$ cat src/common/flash_host_map.vh
`ifndef FLASH_HOST_MAP_VH
`define FLASH_HOST_MAP_VH
// Command codes
`define CMD_READ        8'h00
`define CMD_RESET_ALT   8'hff
`define CMD_PROG_SETUP  8'h10
`define CMD_PROG_ALT    8'h50
`define CMD_SIG_READ    8'h80
`define CMD_SIG_ALT     8'h90
`define CMD_ERASE       8'h30
// Signature addresses
`define SIG_MAKER_ADDR  17'h00000
`define SIG_PART_ADDR   17'h00001
// Status bit positions
`define POLL_BIT        7
`define TOGGLE_BIT      6
`define TIMEOUT_BIT     5
// Bus cycle timing in ns, rounded up to ref_clk cycles (40 ns each)
`define T_SETUP_NS      40
`define T_PULSE_NS      80
`define T_HOLD_NS       40
`define T_ACCESS_NS     120
`define CLK_NS          40
`define N_SETUP   ((`T_SETUP_NS + `CLK_NS - 1) / `CLK_NS)
`define N_PULSE   ((`T_PULSE_NS + `CLK_NS - 1) / `CLK_NS)
`define N_HOLD    ((`T_HOLD_NS + `CLK_NS - 1) / `CLK_NS)
`define N_ACCESS  ((`T_ACCESS_NS + `CLK_NS - 1) / `CLK_NS)
// User operation codes
`define OP_READ         3'h0
`define OP_PROGRAM      3'h1
`define OP_ERASE        3'h2
`define OP_SIGNATURE    3'h3
`define OP_RESET        3'h4
`define OP_MASK         3'h5
// Result codes
`define RES_OK          2'h0
`define RES_FAIL        2'h1
`define RES_REFUSED     2'h2
`endif

$ cat src/logic/flash_bus_cycle.v
`timescale 1ns/1ps
`include "flash_host_map.vh"
// ==========================================
// Single write or read cycle on the flash pins
module flash_bus_cycle
(
  // Clock and reset
  input  wire        ref_clk,
  input  wire        rst,
  // Cycle request
  input  wire        start,
  input  wire        isWrite,
  input  wire [16:0] addr,
  input  wire [7:0]  wdata,
  output reg         done,
  output reg  [7:0]  rdata,
  // Flash pins
  output reg  [16:0] flashAddr,
  output reg         chipSelectN,
  output reg         writeStrobeN,
  output reg         outputGateN,
  output reg  [7:0]  dqOut,
  output reg         dqOe,
  input  wire [7:0]  dqIn
);
  localparam S_IDLE  = 2'h0;
  localparam S_SETUP = 2'h1;
  localparam S_PULSE = 2'h2;
  localparam S_HOLD  = 2'h3;
  // Last count of each phase; the low bits feed the 4-bit counter compare
  localparam [31:0] SETUP_END  = `N_SETUP - 1;
  localparam [31:0] PULSE_END  = `N_PULSE - 1;
  localparam [31:0] ACCESS_END = `N_ACCESS - 1;
  localparam [31:0] HOLD_END   = `N_HOLD - 1;
  reg [1:0] state;
  reg [3:0] count;
  reg       writing;

  // ==========================================
  // Strobe sequencer
  always @(posedge ref_clk or posedge rst)
  begin
    if (rst)
    begin
      state        <= S_IDLE;
      count        <= 4'h0;
      writing      <= 1'b0;
      done         <= 1'b0;
      rdata        <= 8'h00;
      flashAddr    <= 17'h00000;
      chipSelectN  <= 1'b1;
      writeStrobeN <= 1'b1;
      outputGateN  <= 1'b1;
      dqOut        <= 8'h00;
      dqOe         <= 1'b0;
    end
    else
    begin
      done <= 1'b0;
      case (state)
        S_IDLE:
        begin
          if (start)
          begin
            flashAddr   <= addr;
            dqOut       <= wdata;
            dqOe        <= isWrite;
            writing     <= isWrite;
            chipSelectN <= 1'b0;
            count       <= 4'h0;
            state       <= S_SETUP;
          end
        end
        S_SETUP:
        begin
          if (count == SETUP_END[3:0])
          begin
            count <= 4'h0;
            // Output gate stays high on writes so the command is accepted
            if (writing)
              writeStrobeN <= 1'b0;
            else
              outputGateN <= 1'b0;
            state <= S_PULSE;
          end
          else
            count <= count + 4'h1;
        end
        S_PULSE:
        begin
          if (count == (writing ? PULSE_END[3:0] : ACCESS_END[3:0]))
          begin
            count        <= 4'h0;
            rdata        <= dqIn;
            writeStrobeN <= 1'b1;
            outputGateN  <= 1'b1;
            state        <= S_HOLD;
          end
          else
            count <= count + 4'h1;
        end
        S_HOLD:
        begin
          if (count == HOLD_END[3:0])
          begin
            chipSelectN <= 1'b1;
            dqOe        <= 1'b0;
            done        <= 1'b1;
            state       <= S_IDLE;
          end
          else
            count <= count + 4'h1;
        end
        default:
          state <= S_IDLE;
      endcase
    end
  end
endmodule // flash_bus_cycle

$ cat src/logic/flash_host_ctrl.v
`timescale 1ns/1ps
`include "flash_host_map.vh"
module flash_host_ctrl
(
  // Clock and reset
  input  wire        ref_clk,
  input  wire        rst,
  // User orders
  input  wire        opValid,
  input  wire [2:0]  opCode,
  input  wire [16:0] opAddr,
  input  wire [7:0]  opData,
  input  wire        supplyOn,
  output reg         opBusy,
  output reg         opDone,
  output reg  [1:0]  opResult,
  output reg  [7:0]  opRdata,
  // Flash pins
  output wire [16:0] flashAddr,
  output wire        chipSelectN,
  output wire        writeStrobeN,
  output wire        outputGateN,
  output wire [7:0]  dqOut,
  output wire        dqOe,
  input  wire [7:0]  dqIn
);
  localparam S_IDLE   = 3'h0;
  localparam S_CYCLE  = 3'h1;
  localparam S_WAIT   = 3'h2;
  localparam S_DECIDE = 3'h3;
  localparam S_FINISH = 3'h4;

  reg  [2:0]  state;
  reg  [2:0]  op;
  reg  [2:0]  step;
  reg  [16:0] addrHold;
  reg  [7:0]  dataHold;
  reg         failSeen;
  reg         cycStart;
  reg         cycWrite;
  reg  [16:0] cycAddr;
  reg  [7:0]  cycData;
  wire        cycDone;
  wire [7:0]  cycRdata;

  flash_bus_cycle bus
  (
    .ref_clk      (ref_clk),
    .rst          (rst),
    .start        (cycStart),
    .isWrite      (cycWrite),
    .addr         (cycAddr),
    .wdata        (cycData),
    .done         (cycDone),
    .rdata        (cycRdata),
    .flashAddr    (flashAddr),
    .chipSelectN  (chipSelectN),
    .writeStrobeN (writeStrobeN),
    .outputGateN  (outputGateN),
    .dqOut        (dqOut),
    .dqOe         (dqOe),
    .dqIn         (dqIn)
  );

  // Completion test on a status read: true once polling has ended
  wire pollDone = (op == `OP_ERASE) ? cycRdata[`POLL_BIT] :
                  (cycRdata[`POLL_BIT] == dataHold[`POLL_BIT]);
  wire timedOut = cycRdata[`TIMEOUT_BIT];

  // ==========================================
  // Command sequencer
  // step: index into the bus cycles of the running operation
  always @(posedge ref_clk or posedge rst)
  begin
    if (rst)
    begin
      state    <= S_IDLE;
      op       <= `OP_READ;
      step     <= 3'h0;
      addrHold <= 17'h00000;
      dataHold <= 8'h00;
      failSeen <= 1'b0;
      cycStart <= 1'b0;
      cycWrite <= 1'b0;
      cycAddr  <= 17'h00000;
      cycData  <= 8'h00;
      opBusy   <= 1'b0;
      opDone   <= 1'b0;
      opResult <= `RES_OK;
      opRdata  <= 8'h00;
    end
    else
    begin
      cycStart <= 1'b0;
      opDone   <= 1'b0;
      case (state)
        S_IDLE:
        begin
          if (opValid)
          begin
            op       <= opCode;
            addrHold <= opAddr;
            dataHold <= opData;
            step     <= 3'h0;
            failSeen <= 1'b0;
            opBusy   <= 1'b1;
            // Without supply the command latch stays at read; only reads go out
            if (!supplyOn && opCode != `OP_READ)
            begin
              opResult <= `RES_REFUSED;
              state    <= S_FINISH;
            end
            else
              state <= S_CYCLE;
          end
        end
        S_CYCLE:
        begin
          cycStart <= 1'b1;
          state    <= S_WAIT;
          case (op)
            `OP_PROGRAM:
            begin
              cycWrite <= (step < 3'h2);
              cycAddr  <= addrHold;
              cycData  <= (step == 3'h0) ? `CMD_PROG_SETUP : dataHold;
            end
            `OP_ERASE:
            begin
              cycWrite <= (step < 3'h2);
              cycAddr  <= 17'h00000;
              cycData  <= `CMD_ERASE;
            end
            `OP_SIGNATURE:
            begin
              cycWrite <= (step == 3'h0);
              cycAddr  <= (step == 3'h1) ? `SIG_MAKER_ADDR : `SIG_PART_ADDR;
              cycData  <= `CMD_SIG_READ;
            end
            `OP_RESET:
            begin
              // Twice, so program setup state need not be tracked
              cycWrite <= 1'b1;
              cycAddr  <= 17'h00000;
              cycData  <= `CMD_RESET_ALT;
            end
            `OP_MASK:
            begin
              cycWrite <= 1'b1;
              cycAddr  <= 17'h00000;
              cycData  <= `CMD_READ;
            end
            default:
            begin
              cycWrite <= 1'b0;
              cycAddr  <= addrHold;
              cycData  <= 8'h00;
            end
          endcase
        end
        S_WAIT:
        begin
          if (cycDone)
            state <= S_DECIDE;
        end
        S_DECIDE:
        begin
          step  <= step + 3'h1;
          state <= S_CYCLE;
          case (op)
            `OP_PROGRAM, `OP_ERASE:
            begin
              // Status reads start only after the second write pulse
              if (step >= 3'h2)
              begin
                step <= 3'h2;
                if (pollDone)
                begin
                  opResult <= `RES_OK;
                  state    <= S_FINISH;
                end
                else if (timedOut)
                begin
                  // Poll bit may flip with the fail flag; one more read
                  if (failSeen)
                  begin
                    opResult <= `RES_FAIL;
                    state    <= S_FINISH;
                  end
                  failSeen <= 1'b1;
                end
                // Fail flag must show on two reads in a row
                else
                  failSeen <= 1'b0;
              end
            end
            `OP_SIGNATURE:
            begin
              if (step == 3'h1)
                opRdata <= cycRdata;
              if (step == 3'h2)
              begin
                opRdata  <= cycRdata;
                opResult <= `RES_OK;
                state    <= S_FINISH;
              end
            end
            `OP_RESET:
            begin
              if (step == 3'h1)
              begin
                opResult <= `RES_OK;
                state    <= S_FINISH;
              end
            end
            default:
            begin
              opRdata  <= cycRdata;
              opResult <= `RES_OK;
              state    <= S_FINISH;
            end
          endcase
        end
        S_FINISH:
        begin
          opBusy <= 1'b0;
          opDone <= 1'b1;
          state  <= S_IDLE;
        end
        default:
          state <= S_IDLE;
      endcase
    end
  end
endmodule // flash_host_ctrl
$ cat config.mk
export PLATFORM = sky130hd
export DESIGN_NAME = flash_host_ctrl
export DESIGN_NICKNAME = d
export VERILOG_FILES = /design/src/logic/flash_bus_cycle.v /design/src/logic/flash_host_ctrl.v
export VERILOG_INCLUDE_DIRS = /design/src /design/src/common
export SDC_FILE = /design/constraint.sdc
export NUM_CORES = 1
export LEC_CHECK = 0
export BUFFER_PORTS_ARGS = -buffer_cell sky130_fd_sc_hd__buf_2
export CAP_MARGIN = 20
export CORE_MARGIN = 4
export CORE_UTILIZATION = 54
export CTS_BUF_LIST = sky130_fd_sc_hd__clkbuf_16
export CTS_CLUSTER_DIAMETER = 30
export DETAILED_ROUTE_END_ITERATION = 7
export GPL_TIMING_DRIVEN = 0
export HOLD_SLACK_MARGIN = 0.02
export PLACE_DENSITY = 0.83
export SLEW_MARGIN = 25
export SYNTH_ARGS = -nofsm -noshare
export SYNTH_HDL_FRONTEND = slang
export SYNTH_SLANG_ARGS = --single-unit
$ cat constraint.sdc
create_clock -name ref_clk -period 8.64 [get_ports ref_clk]
set_input_delay 0.864 -clock ref_clk [delete_from_list [all_inputs] [get_ports ref_clk]]
set_output_delay 0.864 -clock ref_clk [all_outputs]
set_load 0.02 [all_outputs]
# Word-level counts from Yosys, hierarchy flattened

Cells that the tools add are included.

Memory bits (read-only): 0
Memories: 0
Logic and storage cells: 164
Input port bits: 40
Latch bits: 0
Register bits after elaboration: 119
Output and inout bits: 41
Bits in writable memories: 0

$lt $le $gt $ge: 2
Divide/modulo/power cells: 0
Bitwise operators: 1
Muxes and demuxes: 70
Shift-type cells: 0
Multiply operators: 0
Reduce and logical (&&, ||, !) cells: 29
Eq/ne operators: 35
Add/sub/neg operators: 2

Operator list:

| operator                                       | count |
|---|---|
| 2-to-1 mux 3 bit                               | 12 |
| case mux 17 bit (2 select lines)               | 1 |
| case mux 8 bit (4 select lines)                | 1 |
| 2-to-1 mux 2 bit                               | 13 |
| 2-to-1 mux 8 bit                               | 3 |
| 2-to-1 mux 1 bit                               | 21 |
| 2-to-1 mux 4 bit                               | 4 |
| != test 2 bit (second input constant)          | 8 |
| case mux 4 bit (4 select lines)                | 1 |
| case mux 8 bit (2 select lines)                | 1 |
| == test 3 x 2 -> 1 bit (second input constant) | 5 |
| AND reduction 2 bit                            | 7 |
| != test 3 bit (second input constant)          | 4 |
| case mux 1 bit (2 select lines)                | 6 |
| case mux 3 bit (4 select lines)                | 1 |
| AND reduction 4 bit                            | 3 |
| != test 2 x 1 -> 1 bit (second input constant) | 5 |
| == test 3 x 1 -> 1 bit (second input constant) | 3 |
| == test 3 bit (second input constant)          | 3 |
| case mux 3 bit (3 select lines)                | 1 |
| case mux 2 bit (4 select lines)                | 1 |
| AND reduction 8 bit                            | 1 |
| nonzero test 2 bit                             | 4 |
| logical NOT 3 bit                              | 2 |
| other kinds (24)                               | 28 |

# Logic depth before layout (Yosys ltp)

Gate-level depths: netlist of run 1.

Word-level depth: 6
Depth in mapped cells: 8
Depth with buffers taken out: 7

# Cells and area by module

Synthesis of run 1 repeated with hierarchy kept, for this count alone.

Cell total of the unflattened synthesis: 497
Area, all modules: 5203.7 µm²

By module, submodules not included:

| module          | cells an instance | instances | seq. area each (µm²) | area each (µm²) |
|---|---|---|---|---|
| flash_host_ctrl | 354               | 1         | 1851.8               | 3258.1 |
| flash_bus_cycle | 143               | 1         | 1129.8               | 1945.6 |

# Worst setup path after synthesis of run 1

No wires, ideal clock.

Kind: input-to-reg
Start point: input port opValid
End point: register addrHold[16]
Setup time: 125 ps
Path buffers: 1
Stages: 3
Setup slack: 6717 ps
Required time: 8515 ps
Arrival time: 1798 ps
Path through: nor4b_4 -> buf_2 -> mux2_2

Cells in the longest elaborated chain, start to end: 1

Ends and longest elaborated chain:

| what                          | line                  | RTL |
|---|---|---|
| start: declaration            | flash_host_ctrl.v:9   | `input wire opValid,` |
| AND reduction 2 bit (no line) | -                     |  |
| end signal: assignment        | flash_host_ctrl.v:102 | `addrHold <= opAddr;` |
| end: declaration              | flash_host_ctrl.v:36  | `reg [16:0] addrHold;` |

Every way passes these cells.
A chain may end at the register's enable or synchronous reset.

# Worst setup path after layout of run 1

Start point: register op[1]
End point: register cycAddr[7]

Cells in the longest elaborated chain, start to end: 3
Elaborated cells on any way between the ends: 6
Those cells by class: eq/ne: 4; mux: 1; reduce/logical: 1

Ends and longest elaborated chain:

| what                                                           | line                  | RTL |
|---|---|---|
| start: declaration                                             | flash_host_ctrl.v:34  | `reg [2:0] op;` |
| start signal: assignment                                       | flash_host_ctrl.v:78  | `` op <= `OP_READ; `` |
| start signal: assignment                                       | flash_host_ctrl.v:101 | `op <= opCode;` |
| == test 3 x 2 -> 1 bit / == test 3 bit (equally long branches) | flash_host_ctrl.v:121 | `case (op)` |
| OR reduction 3 bit (no line)                                   | -                     |  |
| case mux 17 bit (2 select lines) (*)                           | flash_host_ctrl.v:121 |  |
| end signal: assignment                                         | flash_host_ctrl.v:125 | `cycAddr <= addrHold;` |
| end signal: assignment                                         | flash_host_ctrl.v:137 | `` cycAddr <= (step == 3'h1) ? `SIG_MAKER_ADDR : `SIG_PART_ADDR; `` |
| end signal: assignment                                         | flash_host_ctrl.v:156 | `cycAddr <= addrHold;` |
| end: declaration                                               | flash_host_ctrl.v:41  | `reg [16:0] cycAddr;` |

Every way passes the cells marked *; elsewhere a longest branch is shown, timed or not.

==> results of run 1 <==
flip-flops by register name, summed over array words and instances (netlist names), 3 cells and up:
name and flops:
op 3, dataHold 8, bus.dqOut 8, addrHold 17
bus.count 4, cycAddr 17, cycData 8, opRdata 8
state 3, step 3, bus.rdata 8, bus.flashAddr 17
path summary, 6_finish.rpt:
check | from | end | slack (ps) | cells past startpoint
max | op[1]$_DFFE_PP0P_ | cycAddr[7]$_DFFE_PP0P_ | 6440 | 7
min | cycAddr[11]$_DFFE_PP0P_ | cycAddr[11]$_DFFE_PP0P_ | 470 | 2
max reg2reg | op[1]$_DFFE_PP0P_ | cycAddr[7]$_DFFE_PP0P_ | 6440 | 7
min reg2reg | cycAddr[11]$_DFFE_PP0P_ | cycAddr[11]$_DFFE_PP0P_ | 470 | 2
max in group asynchronous | rst | bus.writeStrobeN$_DFFE_PP1P_ | 7430 | 3
min in group asynchronous | rst | bus.flashAddr[7]$_DFFE_PP0P_ | 490 | 2
layer usage:
| layer | up-vias | global-route usage (%) |
|---|---|---|
| li1 | 1745 | - |
| met4 | 0 | 6.75 |
| met5 | - | 0 |
| met2 | 95 | 35.6 |
| met1 | 1829 | 26.1 |
| met3 | 11 | 6.06 |
final cells by class:
type	count	area [sq um]
fill	647	2920
timing repair buffer	81	428
clock inverter	15	168
multi-input combinational	287	2000
inverter	16	65.1
buffer	20	95.1
tap	129	161
clock buffer	17	425
sequential	119	2980
antenna	1	2.50
stage by stage:
| step | area, sq um | setup WS [ps] | total power, mW |
|---|---|---|---|
| after floorplan | 5130 | 4620 | 1.57 |
| after detailed placement | 5730 | 6330 | 1.84 |
| after global placement | 5700 | 3520 | 1.78 |
| final | 6320 | 6440 | 2.54 |
| after CTS | 6320 | 6440 | 2.55 |
| after global routing | 6320 | 6260 | 2.70 |
cell families (layout without fill, tap and decap cells):
group                      Yosys count  count (layout)
and+or+nand+nor                    139             139
DFF                                119             119
muxes                               70              70
AOI/OAI and AO/OA                   64              64
buffers and inverters               36             149
adders and majority gates           11              11
xor gates and xnor gates             3               3
other                                0               1
critical path: stages (launching register included):
cell and delay (ps):
dfrtp_1 360, buf_2 220, inv_1 140, ha_1 300, buf_1 380, clkbuf_1 460
nand3_1 170, nand2_1 100
power breakdown:
group | switching [mW] | leakage (nW) | total (mW) | internal (mW)
clock | 0.267 | 0.291 | 0.698 | 0.431
sequential | 0.151 | 1.50 | 0.951 | 0.800
combinational | 0.512 | 1.33 | 0.889 | 0.377
cells in the final DEF, fill, tap and decap left out, drive strengths merged, types with 7 or more instances in the layout:
cell and n:
nand3 23, o21ai 21, a21oi 19, dfrtp 116, nor2 20, buf 95
nor3 7, mux2 68, nand2 62, clkbuf 23, inv 22, ha 11
==> metrics.yaml, run 1 <==
run_status:
  status: "completed"
detailed_routing:
  drc: 0
  dr.pass1.iters: 4
  vias: 3680
  drt_iter0_drc: 190
  dr.max_layer_used: "met4"
  wl_met2_um: 5610
  wl_per_cell_um: 15.9
  drt-met1-wl_um: 4540
  avgViaCountPerCell: 5.37
  routed-wl-met3_um: 600
  ant_nets: 0
  routed_wl_um: 10900
layout:
  drive_gt1_share_pct: 36.4
  final_nets: 593
  area_growth_pct: 23.2
  post-route-util_pct: 68.4
  fin_cells: 685
floorplanning:
  pin_count: 81
  core_area_sq_um: 9240
  dieWidth_um: 106
  die_y_um: 106
  die_area_sq_um: 11100
  start_util_pct: 55.6
  fp-row-count: 35
grt:
  grt_pass1_wl_um: 18600
  globalRouteTotalUtil_pct: 21.0
  grt_pass1_vias: 3920
  overflow: 0
  antenna_found_initial: 0
  grt_start_max_net_pins: 69
yosys:
  synth_top_cells_by_count: "dfrtp_1, mux2_2, nand2_1"
  avgSynthCellArea_sq_um: 11.6
  synth_cell_type_count: 46
  synth_fp_nets: 493
  ys_ff_latch: 119
  ys_warn_count: 0
  synth.area.top_cells: "dfrtp_1, mux2_2, nand2_1, ha_1, nand3_1"
  seq_area_frac_synth_pct: 58.1
  yosysMostFrequentCell: "dfrtp_1"
  synth_compound_area_share_pct: 7.43
  netlist_instances: 442
  synth_area_sq_um: 5130
  yosysTopAreaCell: "dfrtp_1"
  synth_top_family_by_area: "multiplexers"
  synth_adder_area_share_pct: 2.68
  yosys.area_share.simple_pct: 13.0
  synth_top_area_share_pct: 56.5
  synth-xor-area-share_pct: 0.512
  yosys-mux-area-fraction_pct: 15.3
  synth_enable_flop_cells: 0
  async_flop_share_pct: 100
  ys.flop_type: "dfrtp_1"
clocking:
  holdBufCountCts: 0
  htree_levels: 4
  clockRootBuffer: "clkbuf_16"
  postCtsSetupBuffers: 0
  path_clk_slew_ps: 60
  clk_path_buf_depth: 2
  cts_tree: "yes"
  cts.sinks: 119
  post_cts_resized: 0
  clock_latency_ps: 410
  numCtsBuffers: 17
critical_path:
  crit_type: "reg -> reg"
  crit_arrival_ps: 2540
  endpoint_kind: "register"
  crit_path_start_kind: "register"
  crit_required_ps: 8980
  crit_fanout: 10
place:
  io_buffers: 80
  dpl.hpwl_um: 7640
  dp_cells: 652
  routabilityCongestion: 0.905
timing:
  tightest_slew_ps: 742
  finalMaxSlewViolations: 0
  period_minus_slack_ps: 2200
  slew_headroom_pct: 50.2
  hold_slack_ps: 468
  skew_ps: 8.31
  setup_viol_count_final: 0
  hold_viol_final: 0
  period_share_pct: 25.5
  fmax_mhz: 454
  rsz0062_at_grt: "false"
  tns_ps: 0
power:
  peakVddDrop_uv: 181
  p_leak_nw: 3.12
  power.density_nw_per_um2: 401
run:
  drv_cap: 0
worst_hold_path:
  min_path_type: "reg -> reg"
No activity file was read; power rests on OpenSTA's default activity.
==> run 2: changes to the inputs <==
--- a/config.mk
+++ b/config.mk
@@ -9,13 +9,13 @@
 export BUFFER_PORTS_ARGS = -buffer_cell sky130_fd_sc_hd__buf_2
 export CAP_MARGIN = 20
 export CORE_MARGIN = 4
-export CORE_UTILIZATION = 54
+export CORE_UTILIZATION = 51
 export CTS_BUF_LIST = sky130_fd_sc_hd__clkbuf_16
 export CTS_CLUSTER_DIAMETER = 30
 export DETAILED_ROUTE_END_ITERATION = 7
 export GPL_TIMING_DRIVEN = 0
 export HOLD_SLACK_MARGIN = 0.02
-export PLACE_DENSITY = 0.83
+export PLACE_DENSITY = 0.82
 export SLEW_MARGIN = 25
 export SYNTH_ARGS = -nofsm -noshare
 export SYNTH_HDL_FRONTEND = slang
==> constraint.sdc (replaced) <==
create_clock -name ref_clk -period 1.85 [get_ports ref_clk]
set_input_delay 0.185 -clock ref_clk [delete_from_list [all_inputs] [get_ports ref_clk]]
set_output_delay 0.185 -clock ref_clk [all_outputs]
set_load 0.02 [all_outputs]
==> run 2 against run 1 <==
  * Total power grew to 4.7 times the previous value
  * Clock power grew to 4.3 times the previous value
  * Utilization grew 0.70 points
  * Cell count grew 5.5%
  * Worst setup slack lost 6400 ps
  * Non-clock buffer count grew 35
  * Critical endpoint is now state[0]$_DFFE_PP0P_
  * Largest power group unchanged
==> metrics.yaml, run 2 (synthesized netlist as in run 1, its figures left out) <==
run_status:
  status: "completed"  # unchanged
critical_path:
  reg2regPathDepth: 7  # unchanged
  ff2ff_setup_slack_ps: 70  # was 6440 ps
  r2r-end: "state[0]$_DFFE_PP0P_"  # was cycAddr[7]$_DFFE_PP0P_
  cpPeakStageDelay_ps: 430  # was 460 ps
  cp_num_cells: 7  # unchanged
  path_delay_family: "simple AND/OR/NAND/NOR gates"  # was buffers and inverters
  path_buf_inv: 1  # was 4
  worstSetupEndpoint: "state[0]$_DFFE_PP0P_"  # was cycAddr[7]$_DFFE_PP0P_
  worstPathCellList: "inv_2 > ha_2 > nor3_1 > or3_4 > a31oi_2 > or3_1 > a31oi_1"  # was buf_2 > inv_1 > ha_1 > buf_1 > clkbuf_1 > nand3_1 > nand2_1
  crit_required_ps: 2170  # was 8980 ps
  crit_fanout: 4  # was 10
  crit_type: "reg -> reg"  # unchanged
  crit_arrival_ps: 2100  # was 2540 ps
  crit_path_start_kind: "register"  # unchanged
  startpoint: "step[0]$_DFFE_PP0P_"  # was op[1]$_DFFE_PP0P_
  critPathSlowestCell: "dfrtp_1"  # was clkbuf_1
  endpoint_kind: "register"  # unchanged
  reg2reg_from: "step[0]$_DFFE_PP0P_"  # was op[1]$_DFFE_PP0P_
timing:
  period_share_pct: 96.0  # was 25.5%
  finalMaxSlewViolations: 0  # unchanged
  tightest_slew_ps: 548  # was 742 ps
  tns_ps: 0  # unchanged
  fmax_mhz: 563  # was 454 MHz
  hold_viol_final: 0  # unchanged
  slew_headroom_pct: 63.4  # was 50.2%
  period_minus_slack_ps: 1780  # was 2200 ps
  layout_setup_ws_ps: 73.8  # was 6440 ps
  setup_viol_count_final: 0  # unchanged
  skew_ps: 6.96  # was 8.31 ps
  hold_slack_ps: 34.4  # was 468 ps
layout:
  reg_top3: "addrHold (17), bus.flashAddr (17), cycAddr (17)"  # unchanged
  multiInputGateArea_sq_um: 2070  # was 2000 sq um
  area_growth_pct: 31.6  # was 23.2%
  final_nets: 628  # was 593
  final_common_cell: "dfrtp_1"  # unchanged
  layout_common_cells: "dfrtp_1, buf_2, mux2_2, nand2_1, dlygate4sd3_1"  # was dfrtp_1, buf_2, mux2_2, nand2_1, nand3_1
  final_area_sq_um: 6760  # was 6320 sq um
  fin_cells: 723  # was 685
  seqCellArea_sq_um: 2980  # about the same
  drive_gt1_share_pct: 37.8  # was 36.4%
  post-route-util_pct: 69.2  # was 68.4%
  antennaDiodeCount: 0  # was 1
  fillCellCount: 683  # was 647
floorplanning:
  pin_count: 81  # unchanged
  die_area_sq_um: 11700  # was 11100 sq um
  core_area_sq_um: 9770  # was 9240 sq um
  dieWidth_um: 108  # was 106 um
  fp-row-count: 36  # was 35
  die_y_um: 108  # was 106 um
  start_util_pct: 52.5  # was 55.6%
detailed_routing:
  drc: 0  # unchanged
  wl_per_cell_um: 16.1  # was 15.9 um
  vias: 3833  # was 3680
  routed_wl_um: 11700  # was 10900 um
  dr.pass1.iters: 4  # unchanged
  drt_iter0_drc: 209  # was 190
  ant_nets: 0  # unchanged
  avgViaCountPerCell: 5.30  # was 5.37
clocking:
  clk_path_buf_depth: 2  # unchanged
  clock_latency_ps: 400  # was 410 ps
  cts_tree: "yes"  # unchanged
  clockRootBuffer: "clkbuf_16"  # unchanged
  cts.sinks: 119  # unchanged
  path_clk_slew_ps: 50  # was 60 ps
  htree_levels: 4  # unchanged
  numCtsBuffers: 17  # unchanged
worst_hold_path:
  hold_depth: 2  # unchanged
  min_path_type: "in -> reg"  # was reg -> reg
grt:
  overflow: 0  # unchanged
  grt_use_met1_pct: 26.2  # was 26.1%
  globalRouteTotalUtil_pct: 21.7  # was 21.0%
  grt-busiest-layer: "met2"  # unchanged
  grt_pass1_wl_um: 19400  # was 18600 um
  antenna_found_initial: 0  # unchanged
  use_met3_pct: 6.63  # was 6.06%
  grt_util_met2_pct: 37.0  # was 35.6%
  grt_start_max_net_pins: 32  # was 69
  grt_pass1_vias: 4011  # was 3920
power:
  peakVddDrop_uv: 895  # was 181 uV
  power.share.sequential_pct: 37.6  # was 37.5%
  p_leak_nw: 3.30  # was 3.12 nW
  p_sw_mw: 4.30  # was 0.930 mW
  pwr-share-clk_pct: 25.3  # was 27.5%
  comb_power_share_pct: 37.1  # was 35.0%
  power.density_nw_per_um2: 1770  # was 401 nW/um^2
  p_sw_share_pct: 36.0  # was 36.6%
  internal_power_mw: 7.63  # was 1.61 mW
  finalPower_mw: 11.9  # was 2.54 mW
place:
  io_buffers: 80  # unchanged
  placed_cell_area_sq_um: 5800  # was 5730 sq um
  dp_cells: 659  # was 652
  routabilityCongestion: 0.857  # was 0.905
  dpl.hpwl_um: 7970  # was 7640 um
  place_ws_ps: -224  # was 6330 ps
run:
  drv_cap: 0  # unchanged
-- run 2: how the worst min path moves through the flow --
stage	startpoint	endpoint	slack [ps]
after floorplan	opCode[1]	op[1]$_DFFE_PP0P_	300
after global placement	opCode[2]	op[2]$_DFFE_PP0P_	410
after detailed placement	rst	bus.writing$_DFFE_PP0P_	270
after CTS	opAddr[6]	addrHold[6]$_DFFE_PP0P_	20
after global routing	opAddr[6]	addrHold[6]$_DFFE_PP0P_	30
final	opAddr[6]	addrHold[6]$_DFFE_PP0P_	30
-- run 2: what timing repair did --
item / 4_1_cts / 5_1_grt
hold buffers: 29 / 1
setup buffers: 3 / 2
gates cloned: 0 / 0
resized for setup: 6 / 22
endpoints found under the hold margin: 46 / 1
endpoints found under the setup margin: 58 / 55
pin swaps: 1 / 2
-- run 2: layer usage --
metal / vias up / part of all wire, %
li1: 1812 / -
met1: 1891 / 41
met2: 114 / 52
met3: 16 / 5.0
met4: 0 / 1.5
met5: - / 0
-- run 2: layout make-up --
type	instances	share of cell area, %
Inverter	16	0.944
Timing Repair Buffer	119	12.3
Multi-Input combinational cell	287	30.6
Clock inverter	15	1.81
Tap cell	133	2.46
Sequential cell	119	44.1
Clock buffer	17	6.29
Buffer	17	1.43
-- run 2: power groups by stage --
stage	sequential [mW]	combinational (mW)	clock [mW]
floorplan	4.69	2.65	0
global placement	4.40	3.90	0
detailed placement	4.48	4.10	0
CTS	4.47	4.28	3.05
global route	4.64	4.89	3.19
finish	4.49	4.43	3.02
==> run 3: changes to the inputs <==
--- a/config.mk
+++ b/config.mk
@@ -9,13 +9,13 @@
 export BUFFER_PORTS_ARGS = -buffer_cell sky130_fd_sc_hd__buf_2
 export CAP_MARGIN = 20
 export CORE_MARGIN = 4
-export CORE_UTILIZATION = 51
+export CORE_UTILIZATION = 35
 export CTS_BUF_LIST = sky130_fd_sc_hd__clkbuf_16
 export CTS_CLUSTER_DIAMETER = 30
 export DETAILED_ROUTE_END_ITERATION = 7
 export GPL_TIMING_DRIVEN = 0
 export HOLD_SLACK_MARGIN = 0.02
-export PLACE_DENSITY = 0.82
+export PLACE_DENSITY = 0.62
 export SLEW_MARGIN = 25
 export SYNTH_ARGS = -nofsm -noshare
 export SYNTH_HDL_FRONTEND = slang
==> run 3 against run 2 <==
  * Die area up 42%
  * Sequential share of layout area decreased by 0.51 points
  * Register-to-register slack got worse by 20 ps
  * Worst setup slack worse by 19 ps
==> metrics.yaml, run 3 (synthesized netlist as in run 1, its figures left out) <==
place:
  dpl.hpwl_um: 8180  # was 7970 um
  io_buffers: 80  # unchanged
  routabilityCongestion: 0.830  # was 0.857
floorplanning:
  core_area_sq_um: 14500  # was 9770 sq um
  die_y_um: 129  # was 108 um
  fp-row-count: 44  # was 36
  dieWidth_um: 129  # was 108 um
  start_util_pct: 35.5  # was 52.5%
  die_area_sq_um: 16700  # was 11700 sq um
  pin_count: 81  # unchanged
run:
  drv_cap: 0  # unchanged
grt:
  overflow: 0  # unchanged
  grt_pass1_vias: 3855  # was 4011
  antenna_found_initial: 0  # unchanged
  grt_pass1_wl_um: 18900  # was 19400 um
  globalRouteTotalUtil_pct: 14.6  # was 21.7%
  grt_start_max_net_pins: 32  # unchanged
power:
  p_leak_nw: 3.30  # about the same
  power.density_nw_per_um2: 1730  # was 1770 nW/um^2
  peakVddDrop_uv: 672  # was 895 uV
layout:
  multiInputGateArea_sq_um: 2080  # was 2070 sq um
  fillCellCount: 1342  # was 683
  final_common_cell: "dfrtp_1"  # unchanged
  reg_top3: "addrHold (17), bus.flashAddr (17), cycAddr (17)"  # unchanged
  final_nets: 631  # was 628
  antennaDiodeCount: 0  # unchanged
  post-route-util_pct: 47.3  # was 69.2%
  layout_common_cells: "dfrtp_1, buf_2, mux2_2, nand2_1, dlygate4sd3_1"  # unchanged
  seqCellArea_sq_um: 2990  # was 2980 sq um
  drive_gt1_share_pct: 38.5  # was 37.8%
  area_growth_pct: 33.3  # was 31.6%
detailed_routing:
  avgViaCountPerCell: 4.90  # was 5.30
  drc: 0  # unchanged
  ant_nets: 0  # unchanged
  dr.pass1.iters: 4  # unchanged
  routed_wl_um: 11600  # was 11700 um
  wl_per_cell_um: 15.0  # was 16.1 um
  drt_iter0_drc: 229  # was 209
  vias: 3799  # was 3833
timing:
  period_share_pct: 97.1  # was 96.0%
  setup_viol_count_final: 0  # unchanged
  tightest_slew_ps: 473  # was 548 ps
  finalMaxSlewViolations: 0  # unchanged
  period_minus_slack_ps: 1800  # was 1780 ps
  hold_viol_final: 0  # unchanged
  rsz0062_at_grt: "true"
  tns_ps: 0  # unchanged
  slew_headroom_pct: 68.3  # was 63.4%
  skew_ps: 6.11  # was 6.96 ps
  fmax_mhz: 557  # was 563 MHz
critical_path:
  endpoint_kind: "register"  # unchanged
  worstPathCellList: "buf_2 > nor3b_2 > o21ai_0 > a31oi_2 > or3_1 > a31oi_1"  # was inv_2 > ha_2 > nor3_1 > or3_4 > a31oi_2 > or3_1 > a31oi_1
  crit_type: "reg -> reg"  # unchanged
  path_buf_inv: 1  # unchanged
  crit_arrival_ps: 2120  # was 2100 ps
  crit_fanout: 10  # was 4
  cpPeakStageDelay_ps: 390  # was 430 ps
  crit_required_ps: 2170  # about the same
  crit_path_start_kind: "register"  # unchanged
  path_delay_family: "compound AO/OA/AOI/OAI gates"  # was simple AND/OR/NAND/NOR gates
  critPathSlowestCell: "dfrtp_1"  # unchanged
clocking:
  cts.sinks: 119  # unchanged
  path_clk_slew_ps: 60  # was 50 ps
  cts_tree: "yes"  # unchanged
  clockRootBuffer: "clkbuf_16"  # unchanged
  clock_latency_ps: 410  # was 400 ps
  clk_path_buf_depth: 2  # unchanged
  htree_levels: 4  # unchanged
  numCtsBuffers: 17  # unchanged
run_status:
  status: "completed"  # unchanged
worst_hold_path:
  min_path_type: "in -> reg"  # unchanged
[run 3: cell types whose count changed in the layout (fill, tap and decap cells not counted), sizes merged]
cell	change
dlygate4sd3	+2
buf	+3
bufinv	-1
inv	-2
clkinvlp	-1
clkinv	+3
clkbuf	-2
[run 3: final timing paths]
check                                       start                 endpoint  slack (ps)  cells after the start
setup / recovery                op[2]$_DFFE_PP0P_     state[0]$_DFFE_PP0P_          50                      6
hold / removal                          opData[6]  dataHold[6]$_DFFE_PP0P_          40                      2
setup reg to reg                op[2]$_DFFE_PP0P_     state[0]$_DFFE_PP0P_          50                      6
hold reg to reg            cycAddr[4]$_DFFE_PP0P_   cycAddr[4]$_DFFE_PP0P_         460                      2
max in group asynchronous                     rst      step[1]$_DFFE_PP0P_         770                      5
min in group asynchronous                     rst     bus.dqOe$_DFFE_PP0P_         330                      3
[run 3: where the power goes]
| part | total, mW | switching (mW) | internal (mW) | leakage (nW) |
|---|---|---|---|---|
| logic | 4.43 | 2.45 | 1.98 | 1.54 |
| clock network | 2.98 | 1.16 | 1.82 | 0.267 |
| registers | 4.43 | 0.690 | 3.74 | 1.50 |
| total | 11.8 | 4.30 | 7.54 | 3.30 |
[run 3: timing repair]
| item | 4_1_cts | 5_1_grt |
|---|---|---|
| setup buffers | 3 | 3 |
| hold endpoints to repair | 43 | 1 |
| pin swaps | 1 | 1 |
| hold buffers | 31 | 1 |
| gates resized for setup | 9 | 15 |
| gates cloned | 0 | 0 |
| endpoints found under the setup margin | 57 | 42 |
[run 3: layout make-up]
| type | count | share of cell area, % |
|---|---|---|
| well taps | 184 | 3.36 |
| clock buffers | 17 | 6.22 |
| multi-input cells | 287 | 30.3 |
| repair buffers | 122 | 12.6 |
| flip-flops and latches | 119 | 43.6 |
| clock inverters | 14 | 1.65 |
| inverters | 16 | 0.932 |
| plain buffers | 17 | 1.30 |
[run 3: metal layers]
| metal | routed length, um | track usage [%] |
|---|---|---|
| met4 | 271 | 7.04 |
| met3 | 485 | 3.92 |
| met5 | 0 | 0 |
| met1 | 5020 | 17.7 |
| met2 | 5840 | 24.2 |
[run 3: stage by stage]
stage | total power [mW] | setup slack [ps] | area [sq um] | hold slack [ps] | cells
floorplan | 7.34 | 149 | 5140 | 302 | 442
global placement | 8.38 | -542 | 5770 | 417 | 706
detailed placement | 8.59 | -323 | 5860 | 223 | 710
CTS | 11.8 | 1.40 | 6750 | 20.5 | 772
global route | 12.6 | -57.4 | 6840 | 30.3 | 776
finish | 11.8 | 54.3 | 6840 | 39.6 | 776
